[src/core/wake_filter_pkg.sv]
package wake_filter_pkg;

    // Register map
    localparam logic [6:0] ADDR_XCVR_CTRL = 7'h20;
    localparam logic [6:0] ADDR_XCVR_STATUS = 7'h22;
    localparam logic [6:0] ADDR_BIT_RATE = 7'h26;
    localparam logic [6:0] ADDR_ID_BYTE0 = 7'h27;
    localparam logic [6:0] ADDR_ID_BYTE1 = 7'h28;
    localparam logic [6:0] ADDR_ID_BYTE2 = 7'h29;
    localparam logic [6:0] ADDR_ID_BYTE3 = 7'h2a;
    localparam logic [6:0] ADDR_MASK_BYTE0 = 7'h2b;
    localparam logic [6:0] ADDR_MASK_BYTE1 = 7'h2c;
    localparam logic [6:0] ADDR_MASK_BYTE2 = 7'h2d;
    localparam logic [6:0] ADDR_MASK_BYTE3 = 7'h2e;
    localparam logic [6:0] ADDR_FRAME_CTRL = 7'h2f;
    localparam logic [6:0] ADDR_DATA_MASK0 = 7'h68;
    localparam logic [6:0] ADDR_DATA_MASK7 = 7'h6f;

    // Control register fields
    localparam int CTRL_FD_TOL_BIT = 6, CTRL_VALID_BIT = 5, CTRL_SEL_EN_BIT = 4;
    // Status register fields
    localparam int ST_ACTIVE_BIT = 7, ST_ERROR_BIT = 6, ST_CONFIG_OK_BIT = 5;
    localparam int ST_OSC_OK_BIT = 4, ST_SILENCE_BIT = 3;
    localparam int ST_UNDERVOLT_BIT = 1, ST_TX_TIMEOUT_BIT = 0;
    // Frame control fields
    localparam int FC_IDE_BIT = 7, FC_EVAL_BIT = 6;

    // Reset values
    localparam logic [2:0] BIT_RATE_RESET = 3'h5;
    localparam logic [3:0] SYNC_RESET = 4'h8;

    // Mode codes
    localparam logic [2:0] CHIP_MODE_NORMAL = 3'h7;
    localparam logic [1:0] XCVR_OFFLINE = 2'h0;
    localparam logic [1:0] XCVR_ACTIVE = 2'h1;
    localparam logic [1:0] XCVR_LISTEN = 2'h3;

    // Timing
    localparam int CLK_FREQ_KHZ = 100000;
    localparam int RATE_50K = 50, RATE_100K = 100, RATE_125K = 125, RATE_250K = 250;
    localparam int RATE_500K = 500, RATE_1000K = 1000;
    localparam int SILENCE_TIMEOUT_US = 1000;

    // Frame decoding
    localparam logic [14:0] CRC_POLY = 15'h4599;
    localparam logic [2:0] STUFF_RUN = 3'h5;
    localparam logic [6:0] CRC_BITS = 7'h0f;
    localparam logic [3:0] IDLE_BITS = 4'ha;
    localparam logic [5:0] ERR_LIMIT = 6'h20;
    localparam logic [3:0] MAX_BYTES = 4'h8;

    typedef enum logic [2:0] {PH_WAIT_IDLE, PH_IDLE, PH_HEAD, PH_DATA, PH_CRC} phase_e;

    function automatic logic [11:0] bit_cycles(input logic [2:0] code);
        case (code)
            3'h0: bit_cycles = 12'(CLK_FREQ_KHZ / RATE_50K);
            3'h1: bit_cycles = 12'(CLK_FREQ_KHZ / RATE_100K);
            3'h2: bit_cycles = 12'(CLK_FREQ_KHZ / RATE_125K);
            3'h3: bit_cycles = 12'(CLK_FREQ_KHZ / RATE_250K);
            3'h7: bit_cycles = 12'(CLK_FREQ_KHZ / RATE_1000K);
            default: bit_cycles = 12'(CLK_FREQ_KHZ / RATE_500K);
        endcase
    endfunction : bit_cycles

endpackage : wake_filter_pkg

[src/core/can_selective_wakeup_filter.sv]
// What this block does
// - Mode field: 00 offline, 01/10 active, 11 listen; only in chip mode 111.
// - FD tolerance 1 ignores FD frames; 0 raises frame error event but gives no wake.
// - Configuration-valid at 0 means only the standard wake pattern wakes.
// - Any write to a selective configuration register clears configuration-valid.
// - Frame wake only when enable, configuration-valid and bus-wake enable are all 1.
// - Selective wake starts disabled after power-on.
// - Status bit 7 is 1 only while the transceiver is active.
// - Status bit 6 is error event or invalid config; bit 5 mirrors valid.
// - Status bit 4 shows the oscillator running at target frequency.
// - Status bit 3 is 1 after bus silence timeout, 0 with activity.
// - Status bit 1 shows supply undervoltage, only while mode field is 01.
// - Status bit 0 shows transmitter disabled by a transmit-dominant time-out.
// - Bit rate codes 000 to 011 give 50k,100k,125k,250k; 111 gives 1000k; 100, 101 and 110 give 500k.
// - Identifier format bit selects 11-bit or 29-bit identifier matching.
// - Standard id from 0x2a[4:0] and 0x29[7:2]; extended uses 0x27 to 0x2a.
// - Identifier mask bit 1 makes that bit don't-care; 0 requires equality.
// - Evaluate bit 0: id plus good CRC wakes; 1 also checks length and data.
// - Length mismatch rejects; needs a received 1 under a mask 1 bit unless length is 0.
// - Data mask 7 covers the most significant, first received data byte.
// - Only data frames wake; remote frames never do.
// - Error counter up on stuff/CRC error, down on good frame; 32 raises event.
// - Expected length codes 1001 to 1111 mean eight bytes.
`timescale 1ns/1ns
module can_selective_wakeup_filter #(
    parameter int SILENCE_CYCLES =
        wake_filter_pkg::SILENCE_TIMEOUT_US * wake_filter_pkg::CLK_FREQ_KHZ / 1000
) (
    // Clock and reset
    input wire logic sys_clk_in,
    input wire logic rst_in,
    // Register port
    input wire logic [6:0] reg_addr_in,
    input wire logic [7:0] reg_wdata_in,
    input wire logic reg_wr_in,
    input wire logic reg_rd_in,
    output logic [7:0] reg_rdata_out,
    // Chip state
    input wire logic [2:0] chip_operating_mode_in,
    input wire logic bus_wake_enable_in,
    input wire logic sleep_mode_in,
    input wire logic fde_clear_in,
    // Analog and pin inputs
    input wire logic bus_rx_in,
    input wire logic osc_ok_in,
    input wire logic supply_undervoltage_in,
    input wire logic transmit_timeout_in,
    // Results
    output logic [1:0] transceiver_mode_out,
    output logic selective_active_out,
    output logic selective_wake_frame_out,
    output logic frame_detect_error_event_out,
    output logic standby_request_out
);
    import wake_filter_pkg::*;

    typedef struct packed {
        logic [3:0] sync1, sync2, sync3, stable;
        logic rx_prev, fd_tol, cfg_valid, sel_en;
        logic [1:0] tmode;
        logic [2:0] rate;
        logic [28:0] id_cfg, mask_cfg;
        logic ide_sel, data_eval;
        logic [3:0] dlc_cfg;
        logic [63:0] dmask;
        phase_e phase;
        logic [11:0] tq;
        logic [5:0] pos;
        logic [2:0] run;
        logic last;
        logic [14:0] crc;
        logic [28:0] rx_id;
        logic ide_rx, rtr_rx;
        logic [3:0] dlc_rx;
        logic [6:0] cnt;
        logic [63:0] data_sr;
        logic [3:0] idle_cnt;
        logic [5:0] err_cnt;
        logic fde_flag;
        logic [31:0] sil_cnt;
        logic silent;
        logic [7:0] rdata;
        logic [1:0] mode;
        logic active, wake, fde, standby;
    } state_s;

    state_s s_reg;
    state_s s_next;

    always_comb begin
        logic b, smp, fall, stuff_err, crc_end, frame_ok, id_hit, data_hit, err_ev, fde_ev, wake;
        logic [14:0] crc_new;
        logic [3:0] dlc_new, rx_bytes, cfg_bytes;
        logic [11:0] blen;
        logic [28:0] diff;
        logic [63:0] mvec;
        logic [7:0] status;
        s_next = s_reg;
        stuff_err = 1'b0;
        crc_end = 1'b0;
        fde_ev = 1'b0;
        crc_new = s_reg.crc;
        dlc_new = s_reg.dlc_rx;

        // Change taken once stages two and three agree
        s_next.sync1 = {bus_rx_in, osc_ok_in, supply_undervoltage_in, transmit_timeout_in};
        s_next.sync2 = s_reg.sync1;
        s_next.sync3 = s_reg.sync2;
        for (int i = 0; i < 4; i++) begin
            if (s_reg.sync2[i] == s_reg.sync3[i]) begin
                s_next.stable[i] = s_reg.sync3[i];
            end
        end
        b = s_reg.stable[3];
        s_next.rx_prev = b;
        fall = s_reg.rx_prev & ~b;

        // Hard resync on each falling edge
        blen = bit_cycles(s_reg.rate);
        if (fall || s_reg.tq >= blen - 12'h1) begin
            s_next.tq = 12'h0;
        end else begin
            s_next.tq = s_reg.tq + 12'h1;
        end
        smp = (s_reg.tq == (blen >> 1)) && !fall;

        case (s_reg.phase)
            PH_WAIT_IDLE: begin
                if (smp) begin
                    if (!b) begin
                        s_next.idle_cnt = 4'h0;
                    end else if (s_reg.idle_cnt == IDLE_BITS - 4'h1) begin
                        s_next.phase = PH_IDLE;
                    end else begin
                        s_next.idle_cnt = s_reg.idle_cnt + 4'h1;
                    end
                end
            end
            PH_IDLE: begin
                if (fall) begin
                    s_next.phase = PH_HEAD;
                    s_next.pos = 6'h0;
                    s_next.run = 3'h0;
                    s_next.last = 1'b1;
                    s_next.crc = 15'h0;
                    s_next.rx_id = 29'h0;
                    s_next.ide_rx = 1'b0;
                    s_next.rtr_rx = 1'b0;
                    s_next.dlc_rx = 4'h0;
                    s_next.data_sr = 64'h0;
                end
            end
            PH_HEAD, PH_DATA, PH_CRC: begin
                if (smp) begin
                    if (s_reg.run == STUFF_RUN) begin
                        // Stuff bit: dropped, but a sixth equal bit is an error
                        if (b == s_reg.last) begin
                            stuff_err = 1'b1;
                        end else begin
                            s_next.run = 3'h1;
                            s_next.last = b;
                        end
                    end else begin
                        s_next.run = (b == s_reg.last) ? s_reg.run + 3'h1 : 3'h1;
                        s_next.last = b;
                        crc_new = {s_reg.crc[13:0], 1'b0} ^ ((b ^ s_reg.crc[14]) ? CRC_POLY : 15'h0);
                        s_next.crc = crc_new;
                        if (s_reg.phase == PH_HEAD) begin
                            s_next.pos = s_reg.pos + 6'h1;
                            if (s_reg.pos == 6'h0 && b) begin
                                s_next.phase = PH_IDLE;
                            end else if ((s_reg.pos >= 6'd1 && s_reg.pos <= 6'd11) ||
                                         (s_reg.ide_rx && s_reg.pos >= 6'd14 &&
                                          s_reg.pos <= 6'd31)) begin
                                s_next.rx_id = {s_reg.rx_id[27:0], b};
                            end else if (s_reg.pos == 6'd12 ||
                                         (s_reg.ide_rx && s_reg.pos == 6'd32)) begin
                                s_next.rtr_rx = b;
                            end else if (s_reg.pos == 6'd13) begin
                                s_next.ide_rx = b;
                            end else if ((!s_reg.ide_rx && s_reg.pos == 6'd14) ||
                                         (s_reg.ide_rx && s_reg.pos == 6'd33)) begin
                                if (b) begin
                                    // Flexible-data-rate frame: never decoded further
                                    s_next.phase = PH_WAIT_IDLE;
                                    s_next.idle_cnt = 4'h0;
                                    fde_ev = !s_reg.fd_tol;
                                end
                            end else if ((!s_reg.ide_rx && s_reg.pos >= 6'd15) ||
                                         (s_reg.ide_rx && s_reg.pos >= 6'd35)) begin
                                dlc_new = {s_reg.dlc_rx[2:0], b};
                                s_next.dlc_rx = dlc_new;
                                if (s_reg.pos == (s_reg.ide_rx ? 6'd38 : 6'd18)) begin
                                    rx_bytes = (dlc_new > MAX_BYTES) ? MAX_BYTES : dlc_new;
                                    if (s_reg.rtr_rx || rx_bytes == 4'h0) begin
                                        s_next.phase = PH_CRC;
                                        s_next.cnt = CRC_BITS;
                                    end else begin
                                        s_next.phase = PH_DATA;
                                        s_next.cnt = {rx_bytes, 3'b000};
                                    end
                                end
                            end
                        end else if (s_reg.phase == PH_DATA) begin
                            s_next.data_sr = {s_reg.data_sr[62:0], b};
                            s_next.cnt = s_reg.cnt - 7'h1;
                            if (s_reg.cnt == 7'h1) begin
                                s_next.phase = PH_CRC;
                                s_next.cnt = CRC_BITS;
                            end
                        end else begin
                            s_next.cnt = s_reg.cnt - 7'h1;
                            if (s_reg.cnt == 7'h1) begin
                                crc_end = 1'b1;
                                s_next.phase = PH_WAIT_IDLE;
                                s_next.idle_cnt = 4'h0;
                            end
                        end
                    end
                    if (stuff_err) begin
                        s_next.phase = PH_WAIT_IDLE;
                        s_next.idle_cnt = 4'h0;
                    end
                end
            end
            default: begin
                s_next.phase = PH_WAIT_IDLE;
                s_next.idle_cnt = 4'h0;
            end
        endcase

        // Frame acceptance
        if (s_reg.ide_sel) begin
            diff = (s_reg.rx_id ^ s_reg.id_cfg) & ~s_reg.mask_cfg;
        end else begin
            diff = {18'h0, (s_reg.rx_id[10:0] ^ s_reg.id_cfg[28:18]) &
                    ~s_reg.mask_cfg[28:18]};
        end
        id_hit = (s_reg.ide_rx == s_reg.ide_sel) && (diff == 29'h0);
        rx_bytes = (s_reg.dlc_rx > MAX_BYTES) ? MAX_BYTES : s_reg.dlc_rx;
        cfg_bytes = (s_reg.dlc_cfg > MAX_BYTES) ? MAX_BYTES : s_reg.dlc_cfg;
        // First received byte sits highest and meets data mask 7
        mvec = s_reg.dmask >> (7'd64 - {rx_bytes, 3'b000});
        if (rx_bytes == 4'h0) begin
            data_hit = 1'b1;
        end else begin
            data_hit = |(s_reg.data_sr & mvec);
        end
        frame_ok = crc_end && (crc_new == 15'h0);
        wake = frame_ok && !s_reg.rtr_rx && id_hit &&
               (!s_reg.data_eval || ((rx_bytes == cfg_bytes) && data_hit));

        // Saturating error counter
        err_ev = stuff_err || (crc_end && crc_new != 15'h0);
        if (err_ev) begin
            if (s_reg.err_cnt < ERR_LIMIT) begin
                s_next.err_cnt = s_reg.err_cnt + 6'h1;
                if (s_reg.err_cnt == ERR_LIMIT - 6'h1) begin
                    fde_ev = 1'b1;
                end
            end
        end else if (frame_ok && s_reg.err_cnt != 6'h0) begin
            s_next.err_cnt = s_reg.err_cnt - 6'h1;
        end

        // Decoder parked unless selective wake fully armed
        s_next.active = s_reg.sel_en && s_reg.cfg_valid && bus_wake_enable_in;
        if (!s_reg.active) begin
            s_next.phase = PH_WAIT_IDLE;
            s_next.idle_cnt = 4'h0;
            wake = 1'b0;
            fde_ev = 1'b0;
        end

        s_next.wake = wake;
        s_next.fde = fde_ev;
        s_next.standby = fde_ev && sleep_mode_in;
        // Set wins over a simultaneous clear
        s_next.fde_flag = fde_ev || (s_reg.fde_flag && !fde_clear_in);

        // Bus silence
        if (b != s_reg.rx_prev) begin
            s_next.sil_cnt = 32'h0;
            s_next.silent = 1'b0;
        end else if (s_reg.sil_cnt < 32'(SILENCE_CYCLES)) begin
            s_next.sil_cnt = s_reg.sil_cnt + 32'h1;
        end else begin
            s_next.silent = 1'b1;
        end

        // Transceiver mode
        if (chip_operating_mode_in != CHIP_MODE_NORMAL) begin
            s_next.mode = XCVR_OFFLINE;
        end else begin
            case (s_reg.tmode)
                2'h0: s_next.mode = XCVR_OFFLINE;
                2'h3: s_next.mode = XCVR_LISTEN;
                default: s_next.mode = XCVR_ACTIVE;
            endcase
        end

        status = 8'h0;
        status[ST_ACTIVE_BIT] = (s_reg.mode == XCVR_ACTIVE) && !s_reg.stable[0];
        status[ST_ERROR_BIT] = s_reg.fde_flag || !s_reg.cfg_valid;
        status[ST_CONFIG_OK_BIT] = s_reg.cfg_valid;
        status[ST_OSC_OK_BIT] = s_reg.stable[2];
        status[ST_SILENCE_BIT] = s_reg.silent;
        status[ST_UNDERVOLT_BIT] = s_reg.stable[1] && (s_reg.tmode == XCVR_ACTIVE);
        status[ST_TX_TIMEOUT_BIT] = s_reg.stable[0];

        // Register reads, answered one cycle after the strobe
        if (reg_rd_in) begin
            case (reg_addr_in)
                ADDR_XCVR_CTRL: s_next.rdata = {1'b0, s_reg.fd_tol, s_reg.cfg_valid,
                                                s_reg.sel_en, 2'b00, s_reg.tmode};
                ADDR_XCVR_STATUS: s_next.rdata = status;
                ADDR_BIT_RATE: s_next.rdata = {5'h0, s_reg.rate};
                ADDR_ID_BYTE0: s_next.rdata = s_reg.id_cfg[7:0];
                ADDR_ID_BYTE1: s_next.rdata = s_reg.id_cfg[15:8];
                ADDR_ID_BYTE2: s_next.rdata = s_reg.id_cfg[23:16];
                ADDR_ID_BYTE3: s_next.rdata = {3'h0, s_reg.id_cfg[28:24]};
                ADDR_MASK_BYTE0: s_next.rdata = s_reg.mask_cfg[7:0];
                ADDR_MASK_BYTE1: s_next.rdata = s_reg.mask_cfg[15:8];
                ADDR_MASK_BYTE2: s_next.rdata = s_reg.mask_cfg[23:16];
                ADDR_MASK_BYTE3: s_next.rdata = {3'h0, s_reg.mask_cfg[28:24]};
                ADDR_FRAME_CTRL: s_next.rdata = {s_reg.ide_sel, s_reg.data_eval, 2'b00,
                                                 s_reg.dlc_cfg};
                default: begin
                    if (reg_addr_in >= ADDR_DATA_MASK0 && reg_addr_in <= ADDR_DATA_MASK7) begin
                        s_next.rdata = s_reg.dmask[{reg_addr_in[2:0], 3'b000} +: 8];
                    end else begin
                        s_next.rdata = 8'h0;
                    end
                end
            endcase
        end

        // Configuration writes invalidate the setup
        if (reg_wr_in) begin
            case (reg_addr_in)
                ADDR_XCVR_CTRL: begin
                    s_next.tmode = reg_wdata_in[1:0];
                    s_next.sel_en = reg_wdata_in[CTRL_SEL_EN_BIT];
                    s_next.cfg_valid = reg_wdata_in[CTRL_VALID_BIT];
                    s_next.fd_tol = reg_wdata_in[CTRL_FD_TOL_BIT];
                end
                ADDR_BIT_RATE: s_next.rate = reg_wdata_in[2:0];
                ADDR_ID_BYTE0: s_next.id_cfg[7:0] = reg_wdata_in;
                ADDR_ID_BYTE1: s_next.id_cfg[15:8] = reg_wdata_in;
                ADDR_ID_BYTE2: s_next.id_cfg[23:16] = reg_wdata_in;
                ADDR_ID_BYTE3: s_next.id_cfg[28:24] = reg_wdata_in[4:0];
                ADDR_MASK_BYTE0: s_next.mask_cfg[7:0] = reg_wdata_in;
                ADDR_MASK_BYTE1: s_next.mask_cfg[15:8] = reg_wdata_in;
                ADDR_MASK_BYTE2: s_next.mask_cfg[23:16] = reg_wdata_in;
                ADDR_MASK_BYTE3: s_next.mask_cfg[28:24] = reg_wdata_in[4:0];
                ADDR_FRAME_CTRL: begin
                    s_next.ide_sel = reg_wdata_in[FC_IDE_BIT];
                    s_next.data_eval = reg_wdata_in[FC_EVAL_BIT];
                    s_next.dlc_cfg = reg_wdata_in[3:0];
                end
                default: begin
                    if (reg_addr_in >= ADDR_DATA_MASK0 && reg_addr_in <= ADDR_DATA_MASK7) begin
                        s_next.dmask[{reg_addr_in[2:0], 3'b000} +: 8] = reg_wdata_in;
                    end
                end
            endcase
            if ((reg_addr_in >= ADDR_BIT_RATE && reg_addr_in <= ADDR_FRAME_CTRL) ||
                (reg_addr_in >= ADDR_DATA_MASK0 && reg_addr_in <= ADDR_DATA_MASK7)) begin
                s_next.cfg_valid = 1'b0;
            end
        end
    end

    always_ff @(posedge sys_clk_in or posedge rst_in) begin
        if (rst_in) begin
            s_reg <= '0;
            s_reg.sync1 <= SYNC_RESET;
            s_reg.sync2 <= SYNC_RESET;
            s_reg.sync3 <= SYNC_RESET;
            s_reg.stable <= SYNC_RESET;
            s_reg.rx_prev <= 1'b1;
            s_reg.rate <= BIT_RATE_RESET;
            s_reg.phase <= PH_WAIT_IDLE;
        end else begin
            s_reg <= s_next;
        end
    end

    assign reg_rdata_out = s_reg.rdata;
    assign transceiver_mode_out = s_reg.mode;
    assign selective_active_out = s_reg.active;
    assign selective_wake_frame_out = s_reg.wake;
    assign frame_detect_error_event_out = s_reg.fde;
    assign standby_request_out = s_reg.standby;

endmodule : can_selective_wakeup_filter

[config.mk]
export PLATFORM = sky130hd
export DESIGN_NAME = can_selective_wakeup_filter
export DESIGN_NICKNAME = d
export VERILOG_FILES = /design/src/core/wake_filter_pkg.sv /design/src/core/can_selective_wakeup_filter.sv
export SDC_FILE = /design/constraint.sdc
export NUM_CORES = 1
export LEC_CHECK = 0
export BUFFER_PORTS_ARGS = -buffer_cell sky130_fd_sc_hd__buf_2
export CORE_MARGIN = 3
export CORE_UTILIZATION = 35
export CTS_BUF_LIST = sky130_fd_sc_hd__clkbuf_8
export CTS_CLUSTER_SIZE = 10
export DETAILED_ROUTE_END_ITERATION = 7
export PLACE_DENSITY = 0.6
export SLEW_MARGIN = 15
export SYNTH_ARGS = -nofsm -noshare
export SYNTH_HDL_FRONTEND = slang
export SYNTH_SLANG_ARGS = --single-unit
[constraint.sdc]
create_clock -name sys_clk_in -period 11.65 [get_ports sys_clk_in]
set_clock_uncertainty 0.05 [all_clocks]
set_input_delay 0.5825 -clock sys_clk_in [delete_from_list [all_inputs] [get_ports sys_clk_in]]
set_output_delay 0.5825 -clock sys_clk_in [all_outputs]
set_load 0.01 [all_outputs]
==> results.sh, run 1 <==
export IMPL_finalMaxSlewViolations=0
export IMPL_post_route_cells_drive_above_1_share=0.197
export IMPL_fp_coreArea_um2=54000
export IMPL_synth_seq_cells=357
export IMPL_maxSlewHeadroom=0.291
export IMPL_ys_types=88
export IMPL_fillers=5232
export IMPL_hold_viol_final=0
export IMPL_rows=85
export IMPL_synth_area_um2=19200
export IMPL_grt_overflow_total=0
export IMPL_power_density_nw_per_um2=139
export IMPL_setup_viol=0
export IMPL_ant_nets=0
export IMPL_clock_latency_ps=670
export IMPL_dp_hpwl_um=37600
export IMPL_reg2reg_setup_slack_ps=7130
export IMPL_peakVddDrop_mv=0.0746
export IMPL_num_vias=14700
export IMPL_cts_tree="done"
export IMPL_drt_pass1_iter_count=7
export IMPL_critPathKind="reg2reg"
export IMPL_fp_dieH_um=240
export IMPL_multi_input_area_um2=9600
export IMPL_grt_max_degree=135
export IMPL_cts_resized=0
export IMPL_max_cap_violations=0
export IMPL_root_buffer="clkbuf_8"
export IMPL_tightest_slew_ps=1060
export IMPL_synthArstFlopShare=1.00
export IMPL_end_kind="flop"
export IMPL_rsz0062_at_grt="no"
export IMPL_worstPathRequired_ps=12120
export IMPL_synth_edf_count=0
export IMPL_grt_use_total=0.187
export IMPL_grt_pass1_vias=14500
export IMPL_numCtsBuffers=60
export IMPL_h_tree_depth=2
export IMPL_arrival_ps=4980
export IMPL_syn_avg_cell_area_um2=10.4
export IMPL_layout_common_cells="350 x dfrtp_1, 294 x nand2_1, 162 x mux2_2"
export IMPL_status="complete, no violations"
export IMPL_final_seq_area_um2=8940
export IMPL_largest_reg_flops=334
export IMPL_num_antenna_cells=0
export IMPL_path_max_fanout=53
export IMPL_yosys_warnings=0
export IMPL_post_cts_buffers=0
export IMPL_yosysSeqAreaShare=0.466
export IMPL_timing_final_crit_share=0.388
export IMPL_routed_via_density=5.60
export IMPL_layout_commonest_cell="dfrtp_1"
export IMPL_start_util=0.355
export IMPL_fin_area_um2=21300
export IMPL_globalplace_congestion=0.947
export IMPL_portBuffers=42
export IMPL_period_needed_ps=4520
export IMPL_tns_ps=0
export IMPL_route_detailed_drc=0
export IMPL_synthFlopType="dfrtp_1"
export IMPL_totalWireLength_um=53900
export IMPL_num_io_pins=43
export IMPL_nets=1933
export IMPL_syn_inst=1852
export IMPL_cp_start_kind="flop"
export IMPL_syn_to_final_growth_pct=11.2
export IMPL_rr_worst_depth=12
export IMPL_dr_first_iter_drc_count=1483
export IMPL_die_area_um2=57700
export IMPL_max_freq_mhz=221
export IMPL_finalHoldWorstSlack_ps=80.0
export IMPL_path_clk_slew_ps=70
export IMPL_grt_pass1_wl_um=84800
export IMPL_syn_nets=1917
export IMPL_stdcell_count=2616
export IMPL_placed_area_um2=19900
export IMPL_cts_buffer_depth=3
export IMPL_r2r_end="selective_wake_frame_out$_DFF_PP0_"
export IMPL_p_leak_nw=9.34
export IMPL_antenna_found_initial=0
export IMPL_r2r_start="s_reg[129]$_DFFE_PP0P_"
export IMPL_dp_cells=2498
export IMPL_die_x_um=240
export IMPL_wire_per_inst_um=20.6
export IMPL_cts_sinks=357
export IMPL_hold_path_class="in2async"
-- layer usage --
layer  share of wire  global-route usage
met3           0.062              0.0385
met4           0.039              0.0750
met2            0.45               0.291
met5               0                   0
met1            0.45               0.257
-- cells by family after synthesis --
family | synth area share
multiplexers | 0.157
buffers and inverters | 0.0339
flip-flops | 0.466
AO/OA/AOI/OAI | 0.135
other | 0.000195
AND/OR/NAND/NOR | 0.142
adder cells (fa/ha/maj) | 0.0260
XOR/XNOR | 0.0397
-- repair_timing --
action	CTS	global route
setup endpoints to repair	0	0
endpoints found under the hold margin	4	0
hold buffers	4	0
-- layout make-up --
class / instances / area share
multi-input combinational: 1347 / 0.450
sequential: 357 / 0.419
clock buffer: 83 / 0.0535
tap: 696 / 0.0408
timing repair buffer: 56 / 0.0152
clock inverter: 31 / 0.0127
inverter: 46 / 0.00868
-- critical path, stage by stage, from the launching register on --
cell	delay (ps)
dfrtp_1	480
nor2b_4	190
buf_4	630
inv_6	230
ha_1	380
clkinv_1	470
mux4_2	680
a22o_1	200
a221oi_2	180
o2111ai_1	120
or4_1	500
o21ai_1	140
a31oi_1	90
-- worst max path at each step --
| stage | to | start | cells after the start |
|---|---|---|---|
| global placement | s_reg[127]$_DFFE_PP0P_ | s_next[340]$_DFFE_PP1N_ | 10 |
| floorplan | frame_detect_error_event_out$_DFF_PP0_ | rst_in | 1 |
| CTS | selective_wake_frame_out$_DFF_PP0_ | s_reg[129]$_DFFE_PP0P_ | 12 |
| detailed placement | s_reg[127]$_DFFE_PP0P_ | s_next[340]$_DFFE_PP1N_ | 10 |
| global route | selective_wake_frame_out$_DFF_PP0_ | s_reg[129]$_DFFE_PP0P_ | 12 |
| finish | selective_wake_frame_out$_DFF_PP0_ | s_reg[129]$_DFFE_PP0P_ | 12 |
-- report_power, final --
part | total [W] | leakage, nW | switching, W | internal (W)
Combinational | 0.000272 | 3.68 | 0.000146 | 0.000125
Sequential | 0.00140 | 4.87 | 0.000101 | 0.00130
Clock | 0.00130 | 0.789 | 0.000551 | 0.000745
-- Yosys cell counts (13+ instances only) --
cell type / number / area share
ha_1: 35 / 0.023
nor2_1: 96 / 0.019
buf_4: 13 / 0.0051
mux2_2: 162 / 0.095
o21ai_1: 21 / 0.0055
mux4_2: 34 / 0.040
buf_2: 21 / 0.0055
a22oi_1: 35 / 0.014
xnor2_1: 74 / 0.034
nor4_1: 13 / 0.0042
a21oi_1: 57 / 0.015
dfrtp_1: 350 / 0.46
nand3_1: 40 / 0.010
nand2b_1: 13 / 0.0042
a22o_1: 20 / 0.0091
mux2i_1: 31 / 0.016
inv_1: 44 / 0.0086
o21ai_0: 122 / 0.032
xor2_1: 13 / 0.0059
o22ai_1: 24 / 0.0078
nand4_1: 18 / 0.0059
and2_1: 35 / 0.011
and3_1: 13 / 0.0042
nand2_1: 294 / 0.058
clkbuf_1: 61 / 0.012
nor3_1: 23 / 0.0060
-- through the flow --
stage	total power [W]	worst slack (ps)	utilization
floorplan	0.00159	1120	-
finish	0.00297	7130	0.395
CTS	0.00300	7140	0.395
detailed placement	0.00169	7150	0.368
global placement	0.00168	7260	0.368
global route	0.00309	6800	0.395
(Power assumes the default switching activity.)
==> run 2, diff against run 1 <==
Clock period 11.65 ns to 4.65 ns, I/O delays scaled along.
==> run 2 against run 1 <==
Net effect: via count grew 0.57%; largest cell class unchanged; register-to-register slack lost 6400 ps; non-clock buffer count grew 18; wire length grew 0.46%; maximum frequency grew 15%; power grew 140%; setup slack lost 6400 ps; flip-flop and latch count is the same.
==> results.sh, run 2 (synthesis gave the netlist of run 1 again) <==
export IMPL_grt_pass1_wl_um=86200
export IMPL_peakVddDrop_mv=0.210
export IMPL_placed_area_um2=20000
export IMPL_post_route_cells_drive_above_1_share=0.199
export IMPL_met3_usage=0.0292
export IMPL_rows=85
export IMPL_stdcell_count=2632
export IMPL_critPathKind="reg2reg"
export IMPL_status="complete, no violations"
export IMPL_nets=1952
export IMPL_cts_buffer_depth=3
export IMPL_numCtsBuffers=61
export IMPL_die_area_um2=57700
export IMPL_top_usage_layer="met2"
export IMPL_dp_hpwl_um=37700
export IMPL_fp_dieH_um=240
export IMPL_num_io_pins=43
export IMPL_arrival_ps=4460
export IMPL_h_tree_depth=2
export IMPL_antenna_found_initial=0
export IMPL_root_buffer="clkbuf_8"
export IMPL_tightest_slew_ps=964
export IMPL_hold_viol_final=0
export IMPL_max_cap_violations=0
export IMPL_grt_use_met2=0.301
export IMPL_cp_start_kind="flop"
export IMPL_clock_latency_ps=680
export IMPL_power_density_nw_per_um2=337
export IMPL_path_max_fanout=16
export IMPL_fp_coreArea_um2=54000
export IMPL_grt_overflow_total=0
export IMPL_grt_pass1_vias=14600
export IMPL_grt_util_met1=0.268
export IMPL_grt_use_total=0.190
export IMPL_ant_nets=0
export IMPL_portBuffers=42
export IMPL_grt_max_degree=166
export IMPL_finalHoldWorstSlack_ps=93.2
export IMPL_drt_pass1_iter_count=5
export IMPL_end_kind="flop"
export IMPL_setup_viol=0
export IMPL_path_clk_slew_ps=60
export IMPL_largest_reg_flops=334
export IMPL_totalWireLength_um=54200
export IMPL_num_vias=14700
export IMPL_rsz0062_at_grt="no"
export IMPL_tns_ps=0
export IMPL_p_leak_nw=9.38
export IMPL_cts_sinks=357
export IMPL_dp_cells=2508
export IMPL_layout_common_cells="350 x dfrtp_1, 294 x nand2_1, 162 x mux2_2"
export IMPL_max_freq_mhz=256
export IMPL_wire_per_inst_um=20.6
export IMPL_cts_tree="done"
export IMPL_die_x_um=240
export IMPL_routed_via_density=5.60
export IMPL_start_util=0.355
export IMPL_worstPathRequired_ps=5200
export IMPL_period_needed_ps=3910
export IMPL_maxSlewHeadroom=0.355
export IMPL_fillers=5244
export IMPL_timing_final_crit_share=0.841
export IMPL_finalMaxSlewViolations=0
export IMPL_fin_area_um2=21400
export IMPL_cts_resized=0
export IMPL_globalplace_congestion=0.933
export IMPL_num_antenna_cells=0
export IMPL_syn_to_final_growth_pct=11.7
export IMPL_route_detailed_drc=0
export IMPL_hold_path_class="in2async"
export IMPL_layout_commonest_cell="dfrtp_1"
export IMPL_dr_first_iter_drc_count=1348
-- run 2: cell type report --
type	count	area, µm²	area share
timing repair buffer	74	505	0.0236
sequential	357	8940	0.417
tap	696	871	0.0406
inverter	46	181	0.00847
multi-input combinational	1347	9600	0.448
clock buffer	83	1140	0.0533
clock inverter	29	185	0.00864
-- run 2: worst paths after layout --
check / slack (ps) / end / cells past startpoint / startpoint
max: 740 / s_reg[53]$_DFFE_PP0P_ / 16 / s_reg[332]$_DFFE_PP1P_
min: 90 / s_reg[64]$_DFFE_PP0P_ / 3 / rst_in
max reg2reg: 740 / s_reg[53]$_DFFE_PP0P_ / 16 / s_reg[332]$_DFFE_PP1P_
min reg2reg: 300 / s_next[347]$_DFF_PP0_ / 0 / s_next[351]$_DFF_PP0_
max in group asynchronous: 3200 / s_reg[116]$_DFFE_PP0P_ / 4 / rst_in
min in group sys_clk_in: 90 / s_reg[287]$_DFFE_PP0P_ / 2 / reg_wdata_in[5]
-- run 2: report_power, final --
group	internal (W)	switching, W	total [W]
Sequential	0.00326	0.000244	0.00351
Combinational	0.000321	0.000369	0.000690
Clock	0.00170	0.00132	0.00302
-- run 2: worst max-delay path, cell delays in order, from the launching register on --
cell and delay [ps]:
dfstp_2 690, xor2_1 280, a221oi_1 150, nor3_2 300
o211ai_4 170, or3_1 420, a21oi_4 240, nor2_1 110
inv_1 130, ha_1 240, a21o_1 180, a21oi_1 210
o21bai_1 80, a21oi_1 230, a31oi_1 110, o31a_1 130
a21oi_1 110
-- run 2: metal layers --
metal  share of wire  vias up  wire [µm]
li1                -     6727          -
met1            0.45     7356      24300
met2            0.46      534      25100
met3           0.061      117       3280
met4           0.027        0       1460
met5               0        -          0
-- run 2: metrics by stage --
step | utilization | setup slack, ps | power, W
2_1_floorplan | - | -411 | 0.00398
3_3_place_gp | 0.370 | 828 | 0.00422
3_5_place_dp | 0.370 | 737 | 0.00424
4_1_cts | 0.397 | 734 | 0.00731
5_1_grt | 0.397 | 345 | 0.00755
6_report | 0.397 | 740 | 0.00722
-- run 2: timing repair --
item / 4_1_cts / 5_1_grt
endpoints found under the hold margin: 30 / 0
setup buffers: 0 / 0
hold buffers: 12 / 0
==> run 3, diff against run 2 <==
Clock period 4.65 ns to 4.1 ns, I/O delays scaled along.
==> run 3 against run 2 <==
Net effect: setup slack got worse by 450 ps; design area about the same; final cell count grew 0.38%; sequential power increased by 13%; first-iteration DRC count increased by 3.7%; wire length up 0.44%; clock power grew 7.0%; global-route usage shrank 0.060 points.
==> results.sh, run 3 (synthesis gave the netlist of run 1 again) <==
export IMPL_routed_via_density=5.58
export IMPL_maxSlewHeadroom=0.352
export IMPL_totalWireLength_um=54400
export IMPL_p_leak_nw=9.43
export IMPL_start_util=0.355
export IMPL_grt_use_total=0.189
export IMPL_max_freq_mhz=262
export IMPL_end_kind="flop"
export IMPL_dr_first_iter_drc_count=1398
export IMPL_cts_buffer_depth=3
export IMPL_max_cap_violations=0
export IMPL_worstPathRequired_ps=4630
export IMPL_reg2reg_setup_slack_ps=290
export IMPL_drt_pass1_iter_count=6
export IMPL_r2r_end="s_reg[53]$_DFFE_PP0P_"
export IMPL_numCtsBuffers=61
export IMPL_portBuffers=42
export IMPL_die_area_um2=57700
export IMPL_post_cts_buffers=0
export IMPL_path_clk_slew_ps=70
export IMPL_antenna_found_initial=0
export IMPL_layout_commonest_cell="dfrtp_1"
export IMPL_post_route_cells_drive_above_1_share=0.200
export IMPL_arrival_ps=4340
export IMPL_grt_max_degree=136
export IMPL_grt_pass1_wl_um=85200
export IMPL_die_x_um=240
export IMPL_power_density_nw_per_um2=374
export IMPL_cp_start_kind="flop"
export IMPL_grt_overflow_total=0
export IMPL_syn_to_final_growth_pct=11.7
export IMPL_fp_coreArea_um2=54000
export IMPL_num_antenna_cells=0
export IMPL_clock_latency_ps=680
export IMPL_layout_common_cells="350 x dfrtp_1, 294 x nand2_1, 162 x mux2_2"
export IMPL_globalplace_congestion=0.948
export IMPL_hold_path_class="in2reg"
export IMPL_r2r_start="s_reg[332]$_DFFE_PP1P_"
export IMPL_num_vias=14700
export IMPL_fp_dieH_um=240
export IMPL_cts_sinks=357
export IMPL_h_tree_depth=2
export IMPL_rsz0062_at_grt="no"
export IMPL_finalHoldWorstSlack_ps=65.1
export IMPL_hold_path_depth=2
export IMPL_rr_worst_depth=16
export IMPL_period_needed_ps=3810
export IMPL_largest_reg_flops=334
export IMPL_route_detailed_drc=0
export IMPL_dp_hpwl_um=38000
export IMPL_timing_final_crit_share=0.930
export IMPL_setup_viol=0
export IMPL_tightest_slew_ps=968
export IMPL_power_w=0.00800
export IMPL_wire_per_inst_um=20.6
export IMPL_grt_pass1_vias=14400
export IMPL_hold_path_end="s_reg[325]$_DFFE_PP0P_"
export IMPL_hold_viol_final=0
export IMPL_cts_tree="done"
export IMPL_path_max_fanout=16
export IMPL_finalMaxSlewViolations=0
export IMPL_status="complete, no violations"
export IMPL_root_buffer="clkbuf_8"
export IMPL_nets=1960
export IMPL_holdCritStartpoint="reg_wdata_in[6]"
export IMPL_critPathKind="reg2reg"
export IMPL_ant_nets=0
export IMPL_peakVddDrop_mv=0.231
export IMPL_rows=85
export IMPL_num_io_pins=43
[run 3: changes by cell type in the layout (fill, tap and decap cells not counted)]
cell | before | now
inv_1 | 61 | 67
xor2_2 | 0 | 1
bufinv_16 | 2 | 0
buf_12 | 2 | 3
a31oi_2 | 1 | 0
a31oi_1 | 10 | 11
buf_4 | 18 | 25
clkbuf_8 | 83 | 79
clkinvlp_4 | 2 | 1
clkinv_2 | 6 | 9
xor2_1 | 13 | 12
[run 3: stage by stage]
| stage | util | setup slack, ps | instances | area, µm² | setup TNS (ps) |
|---|---|---|---|---|---|
| 2_1_floorplan | - | -934 | 1852 | 19200 | -326760 |
| 3_3_place_gp | 0.371 | 374 | 2516 | 20100 | 0 |
| 3_5_place_dp | 0.371 | 198 | 2516 | 20100 | 0 |
| 4_1_cts | 0.396 | 184 | 2642 | 21400 | 0 |
| 5_1_grt | 0.396 | 41.7 | 2642 | 21400 | 0 |
| 6_report | 0.396 | 286 | 2642 | 21400 | 0 |
[run 3: routing by layer]
layer	track usage	vias to the layer above	wire, µm
met5	0	-	0
met4	0.0674	0	1980
met3	0.0385	134	3530
met2	0.292	520	24400
met1	0.264	7319	24500
li1	-	6758	-
[run 3: power by group]
| group | internal (W) | switching, W | total (W) |
|---|---|---|---|
| Sequential | 0.00370 | 0.000279 | 0.00398 |
| Combinational | 0.000370 | 0.000420 | 0.000791 |
| Clock | 0.00172 | 0.00151 | 0.00323 |
| Total | 0.00580 | 0.00221 | 0.00800 |
[run 3: worst max path at each step]
stage,slack (ps),endpoint,cells after the start,startpoint
2_1_floorplan,-930,frame_detect_error_event_out$_DFF_PP0_,1,rst_in
3_3_place_gp,370,s_reg[53]$_DFFE_PP0P_,16,s_reg[332]$_DFFE_PP1P_
3_5_place_dp,200,s_reg[53]$_DFFE_PP0P_,16,s_reg[332]$_DFFE_PP1P_
4_1_cts,180,s_reg[53]$_DFFE_PP0P_,16,s_reg[332]$_DFFE_PP1P_
5_1_grt,40,s_reg[53]$_DFFE_PP0P_,16,s_reg[332]$_DFFE_PP1P_
6_report,290,s_reg[53]$_DFFE_PP0P_,16,s_reg[332]$_DFFE_PP1P_
[run 3: worst max-delay path, stage by stage (launching register included)]
cell      delay (ps)
dfstp_2          700
xor2_2           230
a221oi_1         140
nor3_2           310
o211ai_4         110
or3_1            400
a21oi_4          240
nor2_1           110
inv_1            140
ha_1             250
a21o_1           170
a21oi_1          210
o21bai_1          90
a21oi_1          250
a31oi_1          120
o31a_1           120
a21oi_1          110
[run 3: what timing repair did]
item                       4_1_cts  5_1_grt
hold endpoints to repair        53        0
setup endpoints to repair        0        1
gates resized for setup          0        1
hold buffers                    12        0
[run 3: area by class of cell]
| type | instances | area [µm²] |
|---|---|---|
| sequential | 357 | 8940 |
| tap | 696 | 871 |
| multi-input combinational | 1347 | 9610 |
| inverter | 46 | 181 |
| fill | 5307 | 32600 |
| timing repair buffer | 82 | 578 |
| clock inverter | 35 | 155 |
| clock buffer | 79 | 1090 |
